<file path="src/shared/sfae_pkg.sv">
// Package for the serial flash address extension block
package sfae_pkg;

    localparam int ADDR_W = 32;
    localparam int LEG_ADDR_W = 24;
    localparam int BANK_W = 8;
    localparam int BANK_LSB = 0;
    localparam int EXT_MODE_BIT = 7;
    localparam logic [BANK_W-1:0] BANK_RST = 8'h00;
    localparam logic [1:0] BYTES_LEG = 2'h2;
    localparam logic [1:0] BYTES_EXT = 2'h3;

    typedef enum logic [1:0]
    {
        SFAE_SP_ARRAY = 2'b00,
        SFAE_SP_OTP = 2'b01,
        SFAE_SP_IDCFI = 2'b10
    } sfae_space_t;

    // One command as seen by this block, decoded upstream
    typedef struct packed {
        logic legacy;
        sfae_space_t space;
    } sfae_cmd_t;

    typedef struct packed {
        logic [ADDR_W-1:0] addr;
        sfae_space_t space;
    } sfae_acc_t;

endpackage : sfae_pkg

</file>
<file path="src/verilog/sfae_addr_ext.sv">
// Address extension: bank register, address width choice and assembly
//
// Operation
// [RULE1] Accept 32-bit byte addresses, up to 4 GB
// [RULE2] Legacy commands still accept 24-bit addresses
// [RULE3] Command-loaded bank register supplies upper bits
// [RULE4] Extended mode bit: legacy commands take 32 bits
// [RULE5] Newer commands always take 32-bit addresses
// [RULE6] Reset clears bank register, selects 24-bit mode
// [RULE7] Small density ignores address bits 31..24; the code clears them for the array space only, OTP and ID-CFI keep them
// [RULE8] Separate spaces also take full 32-bit address
// [RULE9] 24-bit mode: bank value fills bits 31..24
`timescale 1ns/100ps
module sfae_addr_ext
    import sfae_pkg::*;
#(
    parameter bit SMALL_DENSITY = 1'b0
)
(
    // Clock and reset
    input wire logic clk_sys,
    input wire logic arst_n,
    // Bank register load from command decoder
    input wire logic bank_wr,
    input wire logic [BANK_W-1:0] bank_wdata,
    // Command start, tells how many address bytes to gather
    input wire logic cmd_start,
    input wire sfae_cmd_t cmd,
    // Address byte stream, most significant byte first
    input wire logic abyte_vld,
    input wire logic [7:0] abyte,
    // Results
    output logic [1:0] addr_last_idx,
    output logic [BANK_W-1:0] bank_q,
    output logic ext_mode,
    output logic acc_vld,
    output sfae_acc_t acc
);

    ////////////////////////////////////////////////////////////////////////
    typedef enum logic [0:0]
    {
        ST_IDLE = 1'b0,
        ST_ADDR = 1'b1
    } st_t;

    logic [BANK_W-1:0] bank_ff, nxt_bank;
    st_t st_ff, nxt_st;
    logic [1:0] idx_ff, nxt_idx;
    logic [1:0] last_ff, nxt_last;
    logic [ADDR_W-1:0] sh_ff, nxt_sh;
    sfae_space_t sp_ff, nxt_sp;
    logic vld_ff, nxt_vld;
    sfae_acc_t acc_ff, nxt_acc;
    logic [ADDR_W-1:0] full_addr;

    ////////////////////////////////////////////////////////////////////////
    // Bank register
    always_comb
    begin
        nxt_bank = bank_ff;
        if (bank_wr)
            nxt_bank = bank_wdata; // RULE3
    end

    always_ff @(posedge clk_sys or negedge arst_n)
    begin
        if (!arst_n)
            bank_ff <= BANK_RST; // RULE6
        else
            bank_ff <= nxt_bank;
    end

    assign bank_q = bank_ff;
    assign ext_mode = bank_ff[EXT_MODE_BIT];

    ////////////////////////////////////////////////////////////////////////
    // Address gathering
    always_comb
    begin
        nxt_st = st_ff;
        nxt_idx = idx_ff;
        nxt_last = last_ff;
        nxt_sh = sh_ff;
        nxt_sp = sp_ff;
        nxt_vld = 1'b0;
        nxt_acc = acc_ff;
        full_addr = sh_ff;
        unique case (st_ff)
            ST_IDLE:
            begin
                if (cmd_start)
                begin
                    nxt_st = ST_ADDR;
                    nxt_idx = 2'h0;
                    nxt_sh = '0;
                    nxt_sp = cmd.space;
                    // Mode is sampled at command start, so a later bank write cannot
                    // change the byte count; a 24-bit address takes bank_ff at its last byte
                    if (!cmd.legacy || cmd.space != SFAE_SP_ARRAY)
                        nxt_last = BYTES_EXT; // RULE5 RULE8
                    else if (bank_ff[EXT_MODE_BIT])
                        nxt_last = BYTES_EXT; // RULE4
                    else
                        nxt_last = BYTES_LEG; // RULE2
                end
            end
            ST_ADDR:
            begin
                if (abyte_vld)
                begin
                    nxt_sh = {sh_ff[ADDR_W-9:0], abyte}; // RULE1
                    nxt_idx = 2'(idx_ff + 2'h1);
                    if (idx_ff == last_ff)
                    begin
                        full_addr = nxt_sh;
                        if (last_ff == BYTES_LEG)
                            full_addr = {bank_ff, nxt_sh[LEG_ADDR_W-1:0]}; // RULE9
                        if (SMALL_DENSITY && sp_ff == SFAE_SP_ARRAY)
                            full_addr[ADDR_W-1:LEG_ADDR_W] = '0; // RULE7
                        nxt_acc.addr = full_addr;
                        nxt_acc.space = sp_ff;
                        nxt_vld = 1'b1;
                        nxt_st = ST_IDLE;
                    end
                end
            end
        endcase
    end

    always_ff @(posedge clk_sys or negedge arst_n)
    begin
        if (!arst_n)
        begin
            st_ff <= ST_IDLE;
            idx_ff <= 2'h0;
            last_ff <= BYTES_LEG;
            sh_ff <= '0;
            sp_ff <= SFAE_SP_ARRAY;
            vld_ff <= 1'b0;
            acc_ff <= '0;
        end
        else
        begin
            st_ff <= nxt_st;
            idx_ff <= nxt_idx;
            last_ff <= nxt_last;
            sh_ff <= nxt_sh;
            sp_ff <= nxt_sp;
            vld_ff <= nxt_vld;
            acc_ff <= nxt_acc;
        end
    end

    assign addr_last_idx = last_ff;
    assign acc_vld = vld_ff;
    assign acc = acc_ff;
endmodule : sfae_addr_ext
</file>
<file path="config.mk">
export PLATFORM = sky130hd
export DESIGN_NAME = sfae_addr_ext
export DESIGN_NICKNAME = d
export VERILOG_FILES = /design/src/shared/sfae_pkg.sv /design/src/verilog/sfae_addr_ext.sv
export SDC_FILE = /design/constraint.sdc
export NUM_CORES = 1
export LEC_CHECK = 0
export ABC_AREA = 1
export BUFFER_PORTS_ARGS = -buffer_cell sky130_fd_sc_hd__buf_4
export CAP_MARGIN = 10
export CORE_AREA = 2 2 79 81
export CTS_CLUSTER_DIAMETER = 50
export CTS_CLUSTER_SIZE = 28
export DETAILED_ROUTE_END_ITERATION = 7
export DIE_AREA = 0 0 81 83
export PLACE_DENSITY = 0.77
export SLEW_MARGIN = 10
export SYNTH_ARGS = -nofsm -noshare
export SYNTH_HDL_FRONTEND = slang
export SYNTH_SLANG_ARGS = --single-unit
</file>
<file path="constraint.sdc">
create_clock -name clk_sys -period 1.2 [get_ports clk_sys]
set_input_delay 0.06 -clock clk_sys [delete_from_list [all_inputs] [get_ports clk_sys]]
set_output_delay 0.06 -clock clk_sys [all_outputs]
set_load 0.05 [all_outputs]
</file>
==> flow_metrics.tcl <==
set metrics [dict create \
    critical_path_class "reg2reg" \
    holdPathEnd "sp_ff[0]" \
    fin_crit_sh 1.021 \
    post_synth_xor_area_fraction 0 \
    detail_route.wl_per_cell_um 15.23 \
    syn_to_final_growth_pct 37.95 \
    placement.cell_area_sq_um 3601 \
    placed_cells 454 \
    clkSlewWorstSetupHoldPaths_ns 0.07 \
    gp_congestion 0.7467 \
    cts-buffers-inserted 9 \
    synthSimpleGateAreaFrac 0.2389 \
    syn_avg_cell_area_sq_um 9.406 \
    drv_cap 0 \
    cts-root-buf "sky130_fd_sc_hd__clkbuf_8" \
    multiInputGateArea_sq_um 1044 \
    period_needed_ns 1.225 \
    grt_start_max_net_pins 36 \
    cp_data_required_time_ns 1.48 \
    yosysSeqAreaShare 0.6088 \
    fin_worst_setup_slack_ns -0.02526 \
    post_layout_nonfiller_instances 497 \
    post-dp-hpwl_um 4364 \
    final-max-slew-violation-count 0 \
    n_fill_cell 408 \
    synth_compound_gate_area_share 0.05004 \
    syn_area_sq_um 3000 \
    hp-start "cmd[0]" \
    maximum_fanout_count_along_the_critical_path 5 \
    holdPathStages 3 \
    total_count_of_hold_check_failures_in_the_final_report 0 \
    synth_commonest_cells "sky130_fd_sc_hd__nand2_1 (112), sky130_fd_sc_hd__dfrtp_1 (73), sky130_fd_sc_hd__nand3_1 (43), sky130_fd_sc_hd__inv_1 (25), sky130_fd_sc_hd__o21ai_0 (20)" \
    area_used_by_sequential_logic_in_the_layout_sq_um 1828 \
    vias_in_the_first_global_route 2396 \
    clock_latency_ns 0.34 \
    r2r_setup_slack_ns -0.03 \
    yosys.area_share.adder 0 \
    firstDrtPassIters 4 \
    arrival_time_of_data_at_the_critical_path_endpoint_ns 1.51 \
    initial_utilization 0.5159 \
    cts_sinks 73 \
    setup_total_negative_slack_ns -0.1824 \
    vias 2588 \
    dieArea_sq_um 6723 \
    htree_levels 3 \
    detail_route.wirelength_um 7571 \
    synth_mux_area_frac 0.02627 \
    grt_util_all_layers 0.2164 \
    die_width_um 81 \
    synth_seq_cells 73 \
    share_of_the_synthesized_area_in_the_top_cell_type 0.6088 \
    core_area_sq_um 5816 \
    timing.hold.worst.class "in2reg" \
    max-vdd-ir-drop_uv 1493 \
    io_pins 70 \
    grt_setup_unrepaired "yes" \
    ys_warn_count 0 \
    finClkSkew_ns 0.007815 \
    cts_tree "done" \
    async_flop_share 1.000 \
    worstReg2RegStart "st_ff" \
    final_layout_size_suffix_gt1_frac 0.2986 \
    worst_r2r_endpoint "idx_ff[1]" \
    total_power_mw 12.13 \
    antenna_violations_before_repair 0 \
    status "finished, violations left" \
    chipHeight_um 83 \
    netlist_instances 319 \
    grt_first_pass_wirelength_um 11270 \
    preCtsSetupSlack_ns -0.04996 \
    synth_largest_area_cell "sky130_fd_sc_hd__dfrtp_1" \
    power_per_cell_area_nw_per_um2 2930 \
    maxClockFrequency_ghz 0.8162 \
    n_antenna_cell 0 \
    cts-root-to-sink-buffers 2 \
    synth-edff-count 0 \
    synth_cell_types 18 \
    violated_checks "negative setup slack" \
    dr.first_iter.drc_count 179 \
    kind_of_end_point_of_the_critical_path "flop" \
    placement_rows 28 \
    crit_path_start_kind "flop" \
    design.final.nets 442 \
    final_instance_area_sq_um 4139 \
    vias_per_cell 5.207 \
    synth_top_family_by_area "simple AND/OR/NAND/NOR gates" \
    synth.net_count 343 \
    worstRegToRegCells 5 \
    most_repeated_cell_in_the_gate_level_netlist_after_synthesis "sky130_fd_sc_hd__nand2_1" \
    synth_top_cells_by_area "sky130_fd_sc_hd__dfrtp_1 (61%), sky130_fd_sc_hd__nand2_1 (14%), sky130_fd_sc_hd__nand3_1 (7.2%)" \
    place.port_buffers 68 \
    number_of_antenna_violating_nets_in_the_routed_design 0 \
    remaining_drc_errors 0 \
    global_route.overflow_total 0 \
    finalSetupViolations 21 \
    leakage_nw 2.171 \
    synth_top_flop_cell "sky130_fd_sc_hd__dfrtp_1" \
]
-- timing repair --
| action | in CTS | in global routing |
|---|---|---|
| setup buffers | 0 | 5 |
| cloned | 0 | 5 |
| hold endpoints to repair | 56 | 0 |
| endpoints found under the setup margin | 37 | 34 |
| hold buffers | 18 | 0 |
| gates resized for setup | 2 | 21 |
| pin swaps | 0 | 5 |
-- worst max-delay path, cell delays in order, from the launching register on --
cell	delay, ns
sky130_fd_sc_hd__dfrtp_1	0.42
sky130_fd_sc_hd__nand2_4	0.16
sky130_fd_sc_hd__clkinvlp_2	0.27
sky130_fd_sc_hd__nand3_1	0.18
sky130_fd_sc_hd__nand2_1	0.08
sky130_fd_sc_hd__inv_1	0.05
-- where the power goes --
part | internal (mW) | leakage (nW) | total, mW | switching, mW
clock | 0.741 | 0.0745 | 1.56 | 0.822
combinational | 2.12 | 1.18 | 6.42 | 4.30
sequential | 3.47 | 0.919 | 4.14 | 0.666
-- worst max path at each step --
| stage | cells past startpoint | slack (ns) | start | to |
|---|---|---|---|---|
| 2_1_floorplan | 7 | -0.08 | addr_last_idx[0] | acc[10] |
| 3_3_place_gp | 6 | 0.005 | idx_ff[0] | st_ff |
| 3_5_place_dp | 6 | -0.05 | idx_ff[0] | st_ff |
| 4_1_cts | 2 | 0.01 | addr_last_idx[0] | addr_last_idx[0] |
| 5_1_grt | 5 | -0.1 | st_ff | idx_ff[1] |
| 6_report | 5 | -0.03 | st_ff | idx_ff[1] |
-- state kept, by name, summed over array words and instances, names as in the netlist --
| name | cells |
|---|---|
| addr_last_idx | 1 |
| idx_ff | 2 |
| bank_q | 8 |
| acc_vld | 1 |
| sp_ff | 2 |
| st_ff | 1 |
| sh_ff | 24 |
| acc | 34 |
-- layer usage --
layer	routed length [um]	track usage	vias up
li1	-	-	1219
met1	3017	0.2919	1240
met2	3767	0.3358	110
met3	588	0.05652	19
met4	198	0.08012	0
met5	0	0	-
-- cell families after synthesis --
logic type             after synthesis
AOI/OAI and AO/OA                   28
DFF                                 73
muxes                                7
and+or+nand+nor                    165
buffers and inverters               45
other                                1
-- cells in the final DEF, fill, tap and decap left out, drive strengths merged --
cell type and n:
nand2 120, buf 84, dfrtp 73, nand3 43, inv 26, o21ai 20
dlygate4sd3 18, clkbuf 15, o22ai 8, mux2 7, nor2 3, clkinvlp 2
nand4 1, conb 1, clkinv 1
-- metrics by stage --
stage | utilization | hold slack (ns)
floorplan | - | -0.2356
global placement | 0.6192 | 0.02250
detailed placement | 0.6192 | 0.02540
CTS | 0.6777 | 0.0007793
global route | 0.7117 | 0.02094
finish | 0.7117 | 0.006434
-- area by class of cell --
class / count / area share
repair inverters: 1 / 0.001209
flip-flops and latches: 73 / 0.4417
well taps: 75 / 0.02267
clock buffers: 14 / 0.03446
multi-input cells: 203 / 0.2521
repair buffers: 103 / 0.2213
clock inverters: 1 / 0.001209
inverters: 27 / 0.02539
Power figures use the tool's default switching activity.
